File: config.mk
export PLATFORM = sky130hd
export DESIGN_NAME = spit_timer
export DESIGN_NICKNAME = d
export VERILOG_FILES = /design/src/logic/spit_pkg.sv /design/src/logic/spit_chain.sv /design/src/logic/spit_timer.sv
export SDC_FILE = /design/constraint.sdc
export NUM_CORES = 1
export LEC_CHECK = 0
export ABC_AREA = 0
export BUFFER_PORTS_ARGS = -buffer_cell sky130_fd_sc_hd__buf_2
export CELL_PAD_IN_SITES_DETAIL_PLACEMENT = 1
export CELL_PAD_IN_SITES_GLOBAL_PLACEMENT = 2
export CORE_UTILIZATION = 35
export CTS_CLUSTER_DIAMETER = 120
export DETAILED_ROUTE_END_ITERATION = 8
export GPL_TIMING_DRIVEN = 0
export PLACE_DENSITY_LB_ADDON = 0.15
export SETUP_SLACK_MARGIN = 0.4
export SLEW_MARGIN = 20
export SYNTH_ARGS = -nofsm -noshare
export SYNTH_HDL_FRONTEND = slang
export SYNTH_SLANG_ARGS = --single-unit
File: constraint.sdc
create_clock -name clk_i -period 3.93 [get_ports clk_i]
set_clock_uncertainty 0.1 [all_clocks]
set_input_delay 0.786 -clock clk_i [delete_from_list [all_inputs] [get_ports clk_i]]
set_output_delay 0.786 -clock clk_i [all_outputs]
set_load 0.1 [all_outputs]
File: src/logic/spit_pkg.sv
`default_nettype none
package spit_pkg;

    // Register offsets on the plain register port
    localparam logic [7:0]  SPIT_TRIM_ADDR       = 8'h33;
    localparam logic [7:0]  SPIT_CTRL_ADDR       = 8'h34;
    localparam logic [7:0]  SPIT_TEST_ADDR       = 8'h3e;

    // Control register fields
    localparam int          SPIT_TICK_FLAG_BIT   = 7;
    localparam int          SPIT_TICK_EN_BIT     = 6;
    localparam int          SPIT_DIV_HI_BIT      = 3;
    localparam int          SPIT_DIV_LO_BIT      = 2;
    localparam int          SPIT_UPPER_FLAG_BIT  = 1;
    localparam int          SPIT_LOWER_FLAG_BIT  = 0;

    // Trim register field and test register field
    localparam int          SPIT_TRIM_HI_BIT     = 7;
    localparam int          SPIT_TRIM_LO_BIT     = 4;
    localparam int          SPIT_BYPASS_BIT      = 2;

    // Reset values
    localparam logic [1:0]  SPIT_DIV_RESET       = 2'h0;
    localparam logic [3:0]  SPIT_TRIM_RESET      = 4'hf;

    // Divide select codes and the prescaler masks they choose
    localparam logic [1:0]  SPIT_DIV_HALF        = 2'h0;
    localparam logic [1:0]  SPIT_DIV_QUARTER     = 2'h1;
    localparam logic [1:0]  SPIT_DIV_EIGHTH      = 2'h2;
    localparam logic [1:0]  SPIT_DIV_ONE         = 2'h3;
    localparam logic [3:0]  SPIT_MASK_BY16       = 4'hf;
    localparam logic [3:0]  SPIT_MASK_BY8        = 4'h7;
    localparam logic [3:0]  SPIT_MASK_BY4        = 4'h3;
    localparam logic [3:0]  SPIT_MASK_BY2        = 4'h1;

    // Upper and middle counter preset for positive and negative trim
    localparam logic [14:0] SPIT_PRESET_POS      = 15'h4000;
    localparam logic [14:0] SPIT_PRESET_NEG      = 15'h3fff;
    localparam logic [18:0] SPIT_COUNT_ALL_ONES  = 19'h7ffff;

    // CPU power mode as seen from the core
    typedef enum logic [1:0] {
        SPIT_RUN  = 2'b00,
        SPIT_WAIT = 2'b01,
        SPIT_STOP = 2'b10
    } spit_power_t;

    // Prescaler mask: low bits that must all be zero for one counter step
    function automatic logic [3:0] spit_presc_mask(input logic [1:0] div);
        logic [3:0] m;
        m = SPIT_MASK_BY8;
        case (div)
            SPIT_DIV_HALF:    m = SPIT_MASK_BY8;
            SPIT_DIV_QUARTER: m = SPIT_MASK_BY4;
            SPIT_DIV_EIGHTH:  m = SPIT_MASK_BY2;
            default:          m = SPIT_MASK_BY16;
        endcase
        return m;
    endfunction

    // Reload value of the 19-bit counter part; trim 8..15 counts as negative
    function automatic logic [18:0] spit_reload(input logic [3:0] trim);
        return trim[3] ? {SPIT_PRESET_NEG, trim} : {SPIT_PRESET_POS, trim};
    endfunction

    localparam logic [18:0] SPIT_COUNT_RESET     = {SPIT_PRESET_NEG, SPIT_TRIM_RESET};
    localparam logic [3:0]  SPIT_PRESC_RESET     = 4'hf;

endpackage
`default_nettype wire

File: src/logic/spit_chain.sv
`timescale 1ns/1ns
`default_nettype none
// 23-bit down counter chain: 4-bit prescaler, then 4-, 8- and 7-bit parts
module spit_chain
    import spit_pkg::*;
(
    input  wire logic       clk_i,
    input  wire logic       rst_i,
    input  wire logic [1:0] divide_select_i,
    input  wire logic [3:0] trim_value_i,
    input  wire logic       preset_i,
    input  wire logic       bypass_i,
    output logic            tick_o,
    output logic            lower_ovf_o,
    output logic            upper_ovf_o
);

    logic [3:0]  presc;
    logic [18:0] count;
    logic [3:0]  next_presc;
    logic [18:0] next_count;
    logic        next_tick;
    logic        next_lower;
    logic        next_upper;
    logic        step;

    // Prescaler gates one step of the three counter parts per 2..16 clocks
    always_comb begin
        step       = ((presc & spit_presc_mask(divide_select_i)) == 4'h0);
        next_presc = presc - 4'h1;
        next_count = count;
        next_tick  = 1'b0;
        next_lower = 1'b0;
        next_upper = 1'b0;
        if (preset_i) begin
            // Restart a full prescaler period so the first tick is not short
            next_presc = SPIT_PRESC_RESET;                        // [RULE4] [RULE18]
            next_count = spit_reload(trim_value_i);               // [RULE4] [RULE18]
        end else if (step) begin
            next_lower = (count[3:0] == 4'h0);                    // [RULE8] [RULE16]
            next_upper = (count[11:0] == 12'h000);                // [RULE8] [RULE16]
            if (count == 19'h00000) begin
                next_tick  = 1'b1;                                // [RULE5]
                // Bypass lets the chain wrap so every bit toggles in test
                next_count = bypass_i ? SPIT_COUNT_ALL_ONES
                                      : spit_reload(trim_value_i); // [RULE6] [RULE7] [RULE19]
            end else begin
                next_count = count - 19'h00001;
            end
        end
    end

    // Chain state and one-cycle event pulses
    always_ff @(posedge clk_i) begin
        if (rst_i) begin
            presc       <= SPIT_PRESC_RESET;
            count       <= SPIT_COUNT_RESET;
            tick_o      <= 1'b0;
            lower_ovf_o <= 1'b0;
            upper_ovf_o <= 1'b0;
        end else begin
            presc       <= next_presc;
            count       <= next_count;
            tick_o      <= next_tick;
            lower_ovf_o <= next_lower;
            upper_ovf_o <= next_upper;
        end
    end

endmodule
`default_nettype wire

File: src/logic/spit_timer.sv
// Our own choice: the strobed register port.
`timescale 1ns/1ns
`default_nettype none
// What this block does
// [RULE1] The chain counts on the crystal clock itself, no other divider.
// [RULE2] Divide select 00/01/10/11 gives 2097152/1048576/524288/4194304 clocks per tick.
// [RULE3] In normal modes only the first divide select write after reset counts.
// [RULE4] Writing divide select restarts the chain from the new reload value.
// [RULE5] Counter reaching zero sets the slow tick flag.
// [RULE6] Zero reload: low four bits get trim, upper parts $4000 or $3FFF.
// [RULE7] Trim moves the ratio from 27 ppm below to 31 ppm above nominal.
// [RULE8] Lower flag on overflow past bit 4, upper flag at bit 12.
// [RULE9] The three flags clear only by writing a one to their bit.
// [RULE10] The tick request drives the nonmaskable interrupt line.
// [RULE11] In run mode the request needs the tick enable bit.
// [RULE12] In wait and stop modes the request ignores the enable bit.
// [RULE13] A set tick flag refuses a stop instruction.
// [RULE14] Software should clear the tick flag before executing stop.
// [RULE15] Software unmasks the nonmaskable interrupt only when it uses the tick.
// [RULE16] Chain is 23 bits: prescaler 4, counters 4, 8 and 7, each overflowing.
// [RULE17] Special modes lift the write-once limit on trim and divide select.
// [RULE18] Special modes: each trim write presets the chain at once.
// [RULE19] Special mode with bypass: no reload after a tick.
// [RULE20] Trim sits in bits 7..4, low bits read zero, resets to 1111.
// [RULE21] Request is a level: flag and (enable or wait or stop).
module spit_timer
    import spit_pkg::*;
(
    input  wire logic       clk_i,
    input  wire logic       rst_i,
    input  wire logic [7:0] reg_addr_i,
    input  wire logic [7:0] reg_wdata_i,
    input  wire logic       reg_wr_i,
    input  wire logic       reg_rd_i,
    output logic      [7:0] reg_rdata_o,
    input  wire logic       special_mode_i,
    input  wire logic [1:0] power_mode_i,
    input  wire logic       stop_request_i,
    output logic            nonmaskable_irq_line_o,
    output logic            stop_granted_o,
    output logic            stop_refused_o
);

    // Software-visible state, plus the hidden write-once locks
    logic       slow_tick_flag;
    logic       slow_tick_enable;
    logic       upper_chain_overflow_flag;
    logic       lower_chain_overflow_flag;
    logic [1:0] divide_select;
    logic [3:0] trim_value;
    logic       counter_bypass_test;
    logic       divide_locked;
    logic       trim_locked;

    logic       next_slow_tick_flag;
    logic       next_slow_tick_enable;
    logic       next_upper_flag;
    logic       next_lower_flag;
    logic [1:0] next_divide_select;
    logic [3:0] next_trim_value;
    logic       next_bypass;
    logic       next_divide_locked;
    logic       next_trim_locked;

    // Bus decode
    logic       ctrl_wr;
    logic       trim_wr;
    logic       test_wr;
    logic       divide_accept;
    logic       trim_accept;
    logic       chain_preset;

    // Chain events
    logic       chain_tick;
    logic       chain_lower_ovf;
    logic       chain_upper_ovf;

    // Outputs
    logic [7:0] next_rdata;
    logic       next_irq;
    logic       next_stop_granted;
    logic       next_stop_refused;
    logic       low_power;

    spit_power_t power_mode;

    // Address decode of the write strobe
    always_comb begin
        ctrl_wr = reg_wr_i && (reg_addr_i == SPIT_CTRL_ADDR);
        trim_wr = reg_wr_i && (reg_addr_i == SPIT_TRIM_ADDR);
        test_wr = reg_wr_i && (reg_addr_i == SPIT_TEST_ADDR) && special_mode_i;
    end

    // Write-once gates; special modes may rewrite at any time
    always_comb begin
        divide_accept = ctrl_wr && (special_mode_i || !divide_locked);  // [RULE3] [RULE17]
        trim_accept   = trim_wr && (special_mode_i || !trim_locked);    // [RULE17]
        // Divide change always restarts; trim restarts only in special mode
        chain_preset  = divide_accept || (trim_accept && special_mode_i); // [RULE4] [RULE18]
    end

    // Configuration registers: enable, divide select, trim, bypass, locks
    always_comb begin
        next_slow_tick_enable = slow_tick_enable;
        next_divide_select    = divide_select;
        next_trim_value       = trim_value;
        next_bypass           = counter_bypass_test;
        next_divide_locked    = divide_locked;
        next_trim_locked      = trim_locked;
        if (ctrl_wr) begin
            next_slow_tick_enable = reg_wdata_i[SPIT_TICK_EN_BIT];
        end
        if (divide_accept) begin
            next_divide_select = reg_wdata_i[SPIT_DIV_HI_BIT:SPIT_DIV_LO_BIT]; // [RULE2] [RULE3]
            next_divide_locked = 1'b1;                                      // [RULE3]
        end
        if (trim_accept) begin
            next_trim_value  = reg_wdata_i[SPIT_TRIM_HI_BIT:SPIT_TRIM_LO_BIT]; // [RULE20]
            next_trim_locked = 1'b1;
        end
        // Bypass only exists in special mode; leaving special mode drops it
        if (!special_mode_i) begin
            next_bypass = 1'b0;
        end else if (test_wr) begin
            next_bypass = reg_wdata_i[SPIT_BYPASS_BIT];                     // [RULE19]
        end
    end

    always_ff @(posedge clk_i) begin
        if (rst_i) begin
            slow_tick_enable    <= 1'b0;
            divide_select       <= SPIT_DIV_RESET;
            trim_value          <= SPIT_TRIM_RESET;                         // [RULE20]
            counter_bypass_test <= 1'b0;
            divide_locked       <= 1'b0;
            trim_locked         <= 1'b0;
        end else begin
            slow_tick_enable    <= next_slow_tick_enable;
            divide_select       <= next_divide_select;
            trim_value          <= next_trim_value;
            counter_bypass_test <= next_bypass;
            divide_locked       <= next_divide_locked;
            trim_locked         <= next_trim_locked;
        end
    end

    // Counter chain runs straight on the crystal clock; it sees the value
    // being written so a preset already uses the new select and trim
    spit_chain u_chain (
        .clk_i           (clk_i),                                           // [RULE1]
        .rst_i           (rst_i),
        .divide_select_i (next_divide_select),
        .trim_value_i    (next_trim_value),
        .preset_i        (chain_preset),
        .bypass_i        (counter_bypass_test && special_mode_i),           // [RULE19]
        .tick_o          (chain_tick),
        .lower_ovf_o     (chain_lower_ovf),
        .upper_ovf_o     (chain_upper_ovf)
    );

    // Sticky flags: write one to clear, zero leaves them; a set in the
    // same cycle as the clear wins so no event is lost
    always_comb begin
        next_slow_tick_flag = chain_tick ||                                 // [RULE5]
            (slow_tick_flag && !(ctrl_wr && reg_wdata_i[SPIT_TICK_FLAG_BIT])); // [RULE9]
        next_upper_flag = chain_upper_ovf ||                                // [RULE8]
            (upper_chain_overflow_flag &&
             !(ctrl_wr && reg_wdata_i[SPIT_UPPER_FLAG_BIT]));               // [RULE9]
        next_lower_flag = chain_lower_ovf ||                                // [RULE8]
            (lower_chain_overflow_flag &&
             !(ctrl_wr && reg_wdata_i[SPIT_LOWER_FLAG_BIT]));               // [RULE9]
    end

    always_ff @(posedge clk_i) begin
        if (rst_i) begin
            slow_tick_flag            <= 1'b0;
            upper_chain_overflow_flag <= 1'b0;
            lower_chain_overflow_flag <= 1'b0;
        end else begin
            slow_tick_flag            <= next_slow_tick_flag;
            upper_chain_overflow_flag <= next_upper_flag;
            lower_chain_overflow_flag <= next_lower_flag;
        end
    end

    // Power mode decode; the unused code behaves as run so it never
    // bypasses the enable by accident
    always_comb begin
        power_mode = spit_power_t'(power_mode_i);
        low_power  = 1'b0;
        unique case (power_mode)
            SPIT_RUN:  low_power = 1'b0;                                    // [RULE11]
            SPIT_WAIT: low_power = 1'b1;                                    // [RULE12]
            SPIT_STOP: low_power = 1'b1;                                    // [RULE12]
            default:   low_power = 1'b0;
        endcase
    end

    // Interrupt request level; it follows the flag one cycle later, and the
    // enable bit only masks it while the core is running
    always_comb begin
        next_irq = slow_tick_flag && (slow_tick_enable || low_power);       // [RULE11] [RULE12] [RULE21]
    end

    // Stop handshake: the core offers a stop for one cycle and learns at the
    // next edge whether it may sleep; software is expected to have cleared
    // the flag first, otherwise the request is turned down
    always_comb begin
        next_stop_granted = stop_request_i && !slow_tick_flag;              // [RULE13] [RULE14]
        next_stop_refused = stop_request_i &&  slow_tick_flag;              // [RULE13]
    end

    always_ff @(posedge clk_i) begin
        if (rst_i) begin
            nonmaskable_irq_line_o <= 1'b0;
            stop_granted_o         <= 1'b0;
            stop_refused_o         <= 1'b0;
        end else begin
            nonmaskable_irq_line_o <= next_irq;                             // [RULE10]
            stop_granted_o         <= next_stop_granted;
            stop_refused_o         <= next_stop_refused;
        end
    end

    // Read mux; reserved bits and unmapped addresses read zero
    always_comb begin
        next_rdata = 8'h00;
        if (reg_rd_i) begin
            case (reg_addr_i)
                SPIT_CTRL_ADDR: begin
                    next_rdata[SPIT_TICK_FLAG_BIT]  = slow_tick_flag;
                    next_rdata[SPIT_TICK_EN_BIT]    = slow_tick_enable;
                    next_rdata[SPIT_DIV_HI_BIT:SPIT_DIV_LO_BIT] = divide_select;
                    next_rdata[SPIT_UPPER_FLAG_BIT] = upper_chain_overflow_flag;
                    next_rdata[SPIT_LOWER_FLAG_BIT] = lower_chain_overflow_flag;
                end
                SPIT_TRIM_ADDR: begin
                    next_rdata[SPIT_TRIM_HI_BIT:SPIT_TRIM_LO_BIT] = trim_value; // [RULE20]
                end
                SPIT_TEST_ADDR: begin
                    next_rdata[SPIT_BYPASS_BIT] = counter_bypass_test;
                end
                default: begin
                    next_rdata = 8'h00;
                end
            endcase
        end
    end

    // Read data stand only in the cycle after the strobe
    always_ff @(posedge clk_i) begin
        if (rst_i) begin
            reg_rdata_o <= 8'h00;
        end else begin
            reg_rdata_o <= next_rdata;
        end
    end

endmodule
`default_nettype wire
; Word-level counts from Yosys, hierarchy flattened
; Index checks and enable logic that the tools add are counted.
[word_totals]
output_inout_bits = 11
wordCells = 90
ff_bits = 50
[op_classes]
n_reduce_logical = 43
n_addsub = 2
n_eq_ne = 7
bitwise_logic = 6
muxes = 12
[op_table]
columns = operator, n
row1 = $mux W19, 5
row2 = $eq A8 B6 Y1 const B, 3
row3 = $logic_not A19 Y1, 1
row4 = $sub A19 B1 Y19 const B, 1
row5 = $logic_and A1 B1 Y1, 17
row6 = $logic_not A12 Y1, 1
row7 = $pmux W4 S3, 1
row8 = $reduce_or A3 Y1, 3
row9 = $logic_not A4 Y1, 2
row10 = $reduce_or A2 Y1, 4
row11 = $logic_or A1 B1 Y1, 7
row12 = $logic_not A1 Y1, 6
row13 = $not A1 Y1, 5
row14 = $and A4 B4 Y4, 1
row15 = $eq A2 B1 Y1 const B, 2
row16 = $eq A2 B2 Y1 const B, 2
row17 = $mux W4, 1
row18 = $pmux W2 S2, 1
row19 = $sub A4 B1 Y4 const B, 1
row20 = $logic_not A2 Y1, 1
row21 = $mux W1, 2
row22 = $mux W2, 1
row23 = $pmux W1 S2, 1
row24 = $reduce_bool A2 Y1, 1

; Logic depth before layout (Yosys ltp)
; Gate-level depths: netlist (run 1).
[logic_depth]
ltp_word = 10
mapped_depth = 13

; Cells and area by module
; From an unflattened synthesis (run 1), not the netlist that was laid out.
[unflattened]
cells_unflattened = 289
hier_area_um2 = 2618.8
[by_module_without_submodules]
columns = mod, seq_area_each_um2, instances, cells_each, area_each_um2
row1 = spit_chain, 520.5, 1, 188, 1592.8
row2 = spit_timer, 480.5, 1, 101, 1026.0

; Worst setup path after synthesis (run 1)
; Ideal clock, no wire load.
[synth_path]
path_type = input -> register
startpoint = input port reg_addr_i[6]
endpoint = register u_chain.count[9]
t_arrival_ns = 3.162
cell_stages = 11
setup_slack_ns = 0.534
path_cell_list = and4bb_2 > nand3_1 > nor2_1 > mux2_2 > ha_1 > nand2b_1 > and3_1 > buf_6 > a21oi_1 > nor2_1 > or4_1
[synth_via]
elab_chain_cells = 9
word_cells_on_any_way = 22
[synth_lines]
columns = element, line
row1 = start: declaration, spit_timer.sv:31  ; input wire logic [7:0] reg_addr_i,
row2 = $eq A8 B6 Y1 (*), spit_timer.sv:89  ; ctrl_wr = reg_wr_i && (reg_addr_i == SPIT_CTRL_ADDR);
row3 = $logic_and A1 B1 Y1 (*), spit_timer.sv:89
row4 = $logic_and A1 B1 Y1 (*), spit_timer.sv:96  ; divide_accept = ctrl_wr && (special_mode_i || !divide_locked);
row5 = $mux W2 (*), spit_timer.sv:113  ; if (divide_accept) begin
row6 = via next_divide_select[1], spit_timer.sv:59  ; logic [1:0] next_divide_select;
row7 = $eq A2 B2 Y1 (tied with other cells), spit_pkg.sv:52  ; case (div)
row8 = $pmux W4 S3 (*), spit_pkg.sv:52
row9 = $and A4 B4 Y4 (*), spit_chain.sv:29  ; step = ((presc & spit_presc_mask(divide_select_i)) == 4'h0);
row10 = $logic_not A4 Y1 (*), spit_chain.sv:29
row11 = $reduce_bool A2 Y1 (no line) (*), -
row12 = end signal: assignment, spit_chain.sv:63  ; count <= next_count;
row13 = end: declaration, spit_chain.sv:19  ; logic [18:0] count;
; The timed path passes the listed nets; every way through them passes the cells marked *. The select of a mux whose other input is x is not followed.
; A chain may end at the register's enable or synchronous reset.

; Worst setup path in the final report (run 1)
; Same ends and word-level chain as after synthesis.

==> out/metrics.cfg, run 1 <==
[status]
status=finished, final reports clean

[routing]
drt-wirelength-per-cell_um=17.0
vias_per_cell=5.31
post-route-drc-count=0
drtIter0Drc=46
wl_mm=6.96
first_pass_iters=4
vias=2170
drtAntennaViolNets=0

[sta]
period_needed_ns=3.35
fmax_ghz=0.298
setup_viol=0
fin_crit_sh_pct=85.3
hold_ws_ns=0.341
rsz0062_at_grt=no
drv_slew=0
worstMarginPinSlew_ns=0.995
setup_tns_ns=0
hold_viol=0
slew_headroom_pct=33.1

[yosys]
yosysTopAreaCell=dfxtp_1
yosysMostFrequentCell=dfxtp_1
syn_nets=299
synth_simple_gate_area_share_pct=29.4
synth.area.mux_share_pct=3.76
synth_top_area_share_pct=40.6
synth_top_family_by_area=simple AND/OR/NAND/NOR gates
synth_warnings=0
synthesis.area_sq_um=2460
synth_compound_area_share_pct=18.8
synthAdderAreaFrac_pct=2.03
synth_area_leaders=dfxtp_1 (41%), nor2_1 (4.3%), nand2_1 (3.2%)
synth_common_cells=dfxtp_1 (50), nor2_1 (28), nand2_1 (21)
synthXorXnorAreaFrac_pct=1.07
async_flop_share_pct=0
syn_inst=271
yosysUniqueCellTypes=70
ys.flop_type=dfxtp_1
ys_seq_elements=50
avgSynthCellArea_sq_um=9.09
synth_edf_count=0
synth-seq-area-share_pct=40.6

[setup_path]
required_ns=4.03
slowest_stage=or4_1
reg2reg_slack_ns=1.22
arrival_ns=3.45
r2r-start=divide_locked
criticalPathCategory=in2reg
path_cells=buf_2, and4bb_4, nand3_1, nor2_2, mux2i_2, inv_1, ha_1, nand2b_1, and3_1, buf_6, a21oi_2, nor2_1, or4_1
crit_path_end_kind=register
crit_start=reg_addr_i[6]
max_stage_delay_ns=0.50
critPathMaxFanout=7
startpoint_type=input pin

[global_routing]
gr-total-overflow=0
antenna_found_initial=0
track_usage_pct=20.0
grt_pass1_wl_mm=11.3
grt_max_degree=17
grt_pass1_vias=2187

[place]
place_area_sq_um=2750
gp_congestion=0.813
placedCellCount=401
io_buffers=34
dp_hpwl_mm=5.07

[floorplanning]
initial_core_util_pct=36.3
pin_count=35
dieWidth_um=85.9
core_sq_um=6790
die_y_um=85.9
dieArea_sq_um=7380
fp-row-count=30

[layout]
num-nets-final=340
register_area_sq_um=1000
multi_input_area_sq_um=1390
final_cells=409
drive_gt1_share_pct=24.9
area_growth_pct=17.6
n_fill_cell=827
final_cell_area_sq_um=2900
antenna_cells=0

[power]
pwr_density_cell_nw_per_um2=326
p_leak_nw=1.17
ir_drop_mv=0.129

[hold_path]
min_path_type=reg2reg
min_from=u_chain.presc[0]

[clock_network]
clockBufferDepth=2
cts_setup_buffers=0
clk_latency_ns=0.32
cts_root_buf=clkbuf_8
cts_htree_levels=2
path_clk_slew_ns=0.10
ctsHoldBuffers=0
numCtsBuffers=5
clock_sinks=50
cts_tree=done

[run]
drv_cap=0

==> cells in the final DEF (no fill, tap or decap), types with 2 or more instances in the layout <==
cell type,count
o21ai_1,2
xnor2_1,2
mux2i_1,6
o21ai_0,14
nand3_1,14
nor3b_1,4
a21oi_2,2
nor3_1,10
or4_1,2
o311ai_0,2
inv_1,8
and2_2,2
o21a_1,3
nor2b_1,2
and2_1,6
nor4_1,4
a31oi_1,2
nand2b_1,8
a211o_1,2
nor2_1,26
nand4b_1,2
nand2_1,21
dfxtp_1,50
clkbuf_1,2
a221oi_1,2
nand2_2,2
ha_1,4
buf_6,3
a211oi_2,2
a22o_1,2
and3_1,2
clkbuf_8,7
mux2_2,2
a311o_1,2
a22oi_1,2
buf_2,34
clkinvlp_4,2
a21oi_1,11
==> routing by layer <==
layer / vias up / track usage [%] / wire length, um
met3: 10 / 3.56 / 259
met1: 1042 / 25.8 / 3290
met2: 41 / 34.2 / 3310
li1: 1077 / - / -
met4: 0 / 5.91 / 99
met5: - / 0 / 0
==> repair_timing <==
item	4_1_cts	5_1_grt
setup endpoints to repair	3	10
resized for setup	2	6
pin swaps	0	1
==> worst paths after layout <==
check,to,cells after the start
setup reg to reg,u_chain.count[9],12
hold reg to reg,u_chain.presc[0],1
setup / recovery,u_chain.count[9],13
hold / removal,u_chain.presc[0],1
==> registers in the layout, summed over array words and instances, names as in the netlist <==
name	cells
counter_bypass_test	1
divide_locked	1
divide_select	2
lower_chain_overflow_flag	1
nonmaskable_irq_line_o	1
reg_rdata_o	8
slow_tick_enable	1
slow_tick_flag	1
stop_granted_o	1
stop_refused_o	1
trim_locked	1
trim_value	4
u_chain.count	19
u_chain.lower_ovf_o	1
u_chain.presc	4
u_chain.tick_o	1
u_chain.upper_ovf_o	1
upper_chain_overflow_flag	1
==> cells by family (layout without fill, tap and decap cells) <==
logic type,after synthesis,count (layout)
multiplexers,9,9
XOR/XNOR,3,3
flip-flops,50,50
AND/OR/NAND/NOR,125,125
AO/OA/AOI/OAI,64,64
adder cells (fa/ha/maj),4,4
buffers and inverters,16,58
==> through the flow <==
stage / setup slack, ns / utilization, % / total power [W]
CTS: 0.481 / 42.3 / 0.000955
finish: 0.580 / 42.7 / 0.000944
global route: 0.394 / 42.7 / 0.000975
floorplan: 0.534 / - / 0.000551
detailed placement: 0.00886 / 40.5 / 0.000577
global placement: 0.0900 / 40.5 / 0.000576
==> final cells by class <==
| cell class | instances | share of cell area (%) |
|---|---|---|
| clock buffer | 5 | 2.37 |
| inverter | 8 | 1.04 |
| clock inverter | 3 | 1.55 |
| tap | 96 | 4.15 |
| multi-input combinational | 205 | 47.8 |
| timing repair buffer | 34 | 5.87 |
| buffer | 8 | 2.63 |
| sequential | 50 | 34.5 |
==> critical path, delay by kind of cell <==
| kind | cells | cell delay, ns |
|---|---|---|
| AO/OA/AOI/OAI | 1 | 0.17 |
| multiplexers | 1 | 0.30 |
| AND/OR/NAND/NOR | 7 | 1.61 |
| adder cells (fa/ha/maj) | 1 | 0.28 |
| buffers and inverters | 3 | 0.29 |
==> report_power, final <==
group          internal, W  switching, W   total, W
clock             0.000190      0.000189   0.000379
sequential        0.000510    0.00000348   0.000514
combinational    0.0000207     0.0000312  0.0000519
total             0.000721      0.000224   0.000944
Power figures use the tool's default switching activity.
==> run 2, diff against run 1 <==
--- a/config.mk
+++ b/config.mk
@@ -9,12 +9,14 @@
 export BUFFER_PORTS_ARGS = -buffer_cell sky130_fd_sc_hd__buf_2
 export CELL_PAD_IN_SITES_DETAIL_PLACEMENT = 1
 export CELL_PAD_IN_SITES_GLOBAL_PLACEMENT = 2
+export CORE_MARGIN = 1.5
 export CORE_UTILIZATION = 35
 export CTS_CLUSTER_DIAMETER = 120
 export DETAILED_ROUTE_END_ITERATION = 8
 export GPL_TIMING_DRIVEN = 0
 export PLACE_DENSITY_LB_ADDON = 0.15
 export SETUP_SLACK_MARGIN = 0.4
+export SKIP_CTS_REPAIR_TIMING = 1
 export SLEW_MARGIN = 20
 export SYNTH_ARGS = -nofsm -noshare
 export SYNTH_HDL_FRONTEND = slang
==> run 2 against run 1 <==
  * Fmax grew 0.69%
  * Global-route usage shrank 0.33 points
  * Combinational power is essentially flat
  * Largest cell class unchanged
  * Hold slack lost 0.00079 ns
  * Core utilization grew 0.39 points
==> out/metrics.cfg, run 2 (synthesis results as in run 1) <==
[status]
status=finished, final reports clean

[clock_network]
numCtsBuffers=5  ; unchanged
path_clk_slew_ns=0.09  ; about the same
cts_tree=done
clockBufferDepth=2  ; unchanged
clock_sinks=50  ; unchanged
clk_latency_ns=0.31  ; about the same
cts_root_buf=clkbuf_8
cts_htree_levels=2  ; unchanged

[routing]
vias=2172  ; +0.092%
first_pass_iters=4  ; unchanged
vias_per_cell=5.30  ; -0.15%
wl_met1_mm=3.37  ; +2.4%
drtAntennaViolNets=0  ; unchanged
wl_met2_mm=3.41  ; +3.2%
detailroute.wirelength.met3_um=165  ; -36%
highest_layer=met4
wl_mm=7.02  ; +0.99%
drt-wirelength-per-cell_um=17.1  ; +0.75%
drtIter0Drc=81  ; +76%
post-route-drc-count=0  ; unchanged

[place]
io_buffers=34  ; unchanged
gp_congestion=0.793  ; -2.4%
dp_hpwl_mm=5.17  ; +1.9%
place_ws_ns=0.0416  ; +0.0327 ns

[sta]
setup_tns_ns=0  ; unchanged
setup_viol=0  ; unchanged
slew_headroom_pct=33.3  ; +0.20 points
rsz0062_at_grt=no
fmax_ghz=0.301  ; +0.69%
fin_crit_sh_pct=84.7  ; -0.58 points
drv_slew=0  ; unchanged
worstMarginPinSlew_ns=0.992  ; -0.00299 ns
period_needed_ns=3.33  ; -0.0228 ns
worst_slack_ns=0.602  ; +0.0228 ns
hold_viol=0  ; unchanged

[power]
pwr_density_cell_nw_per_um2=344  ; +5.6%
power_w=0.00101  ; +6.5%
p_leak_nw=1.19  ; +1.7%
ir_drop_mv=0.137  ; +5.9%

[setup_path]
critPathMaxFanout=10  ; +3
max_stage_delay_ns=0.49  ; about the same
startpoint_type=input pin
arrival_ns=3.42  ; -0.03 ns
slowest_stage=or3_1
required_ns=4.02  ; about the same
path_cells=buf_2, and4bb_4, nand3_1, nor2_2, mux2_2, ha_1, nand2b_1, nand3_2, or3_1, o311ai_0
crit_path_end_kind=register
criticalPathCategory=in2reg

[layout]
area_growth_pct=18.7
antenna_cells=0  ; unchanged
final_cell_mix=dfxtp_1 (50), buf_2 (34), nor2_1 (26)
largest_reg_flops=19  ; unchanged
mostFrequentLayoutCell=dfxtp_1
num-nets-final=341  ; +0.29%
n_fill_cell=795  ; -3.9%
final_util_pct=43.0  ; +0.39 points
reg_top3=u_chain.count: 19 flops, reg_rdata_o: 8 flops
drive_gt1_share_pct=25.2  ; +0.24 points
regMostFlops=u_chain.count

[floorplanning]
fp-row-count=30  ; unchanged
die_y_um=86.9  ; +1.2%
initial_core_util_pct=36.3  ; unchanged
dieWidth_um=86.9  ; +1.2%
core_sq_um=6790  ; unchanged
dieArea_sq_um=7550  ; +2.3%
pin_count=35  ; unchanged

[global_routing]
gr-total-overflow=0  ; unchanged
track_usage_pct=19.7  ; -0.33 points
grt_pass1_vias=2153  ; -1.6%
grt_pass1_wl_mm=11.2  ; -0.49%
grt_max_degree=17  ; unchanged
antenna_found_initial=0  ; unchanged

[hold_path]
min_path_type=reg2reg

[run]
drv_cap=0  ; unchanged

## run 2: changes by cell type in the layout (fill, tap and decap cells not counted)
cell,previous run,this run
buf_4,0,1
bufinv_16,1,2
clkinv_4,0,1
clkinvlp_4,2,0
nor2_2,1,2
nor2_4,1,0
## run 2: layout make-up
type | count | area, sq um | share of cell area, %
Multi-Input combinational cell | 205 | 1380 | 47.2
Sequential cell | 50 | 1000 | 34.2
Timing Repair Buffer | 35 | 178 | 6.08
Tap cell | 96 | 120 | 4.11
Buffer | 8 | 76.3 | 2.61
Clock buffer | 5 | 68.8 | 2.35
Clock inverter | 3 | 68.8 | 2.35
Inverter | 8 | 30.0 | 1.03
## run 2: final timing paths
| check | endpoint | cells past startpoint | startpoint | slack (ns) |
|---|---|---|---|---|
| hold / removal | u_chain.presc[0] | 1 | u_chain.presc[0] | 0.34 |
| hold reg to reg | u_chain.presc[0] | 1 | u_chain.presc[0] | 0.34 |
| setup / recovery | u_chain.count[7] | 10 | reg_addr_i[6] | 0.60 |
| setup reg to reg | u_chain.count[7] | 9 | divide_locked | 1.19 |
## run 2: through the flow
step | std cells | hold slack, ns | instance area [sq um]
final | 410 | 0.340 | 2920
after global routing | 410 | 0.359 | 2920
after CTS | 409 | 0.332 | 2890
after detailed placement | 401 | 0.311 | 2750
after global placement | 401 | 0.303 | 2750
after floorplan | 271 | 0.283 | 2460
## run 2: layer usage
layer / up-vias / global-route usage (%)
met5: - / 0
met4: 0 / 4.84
met3: 6 / 2.65
met2: 27 / 34.3
met1: 1062 / 25.7
li1: 1077 / -
## run 2: critical path: cells and delay by family
family | cells | cell delay, ns
compound gates | 1 | 0.33
fa+ha+maj | 1 | 0.27
buf+inv | 1 | 0.09
mux | 1 | 0.38
simple gates | 6 | 1.55
## run 2: where the power goes
group          switching, W  leakage (nW)  total (W)  internal [W]
combinational     0.0000315         0.714  0.0000522     0.0000207
clock              0.000185        0.0683   0.000440      0.000255
sequential       0.00000347         0.405   0.000514      0.000510
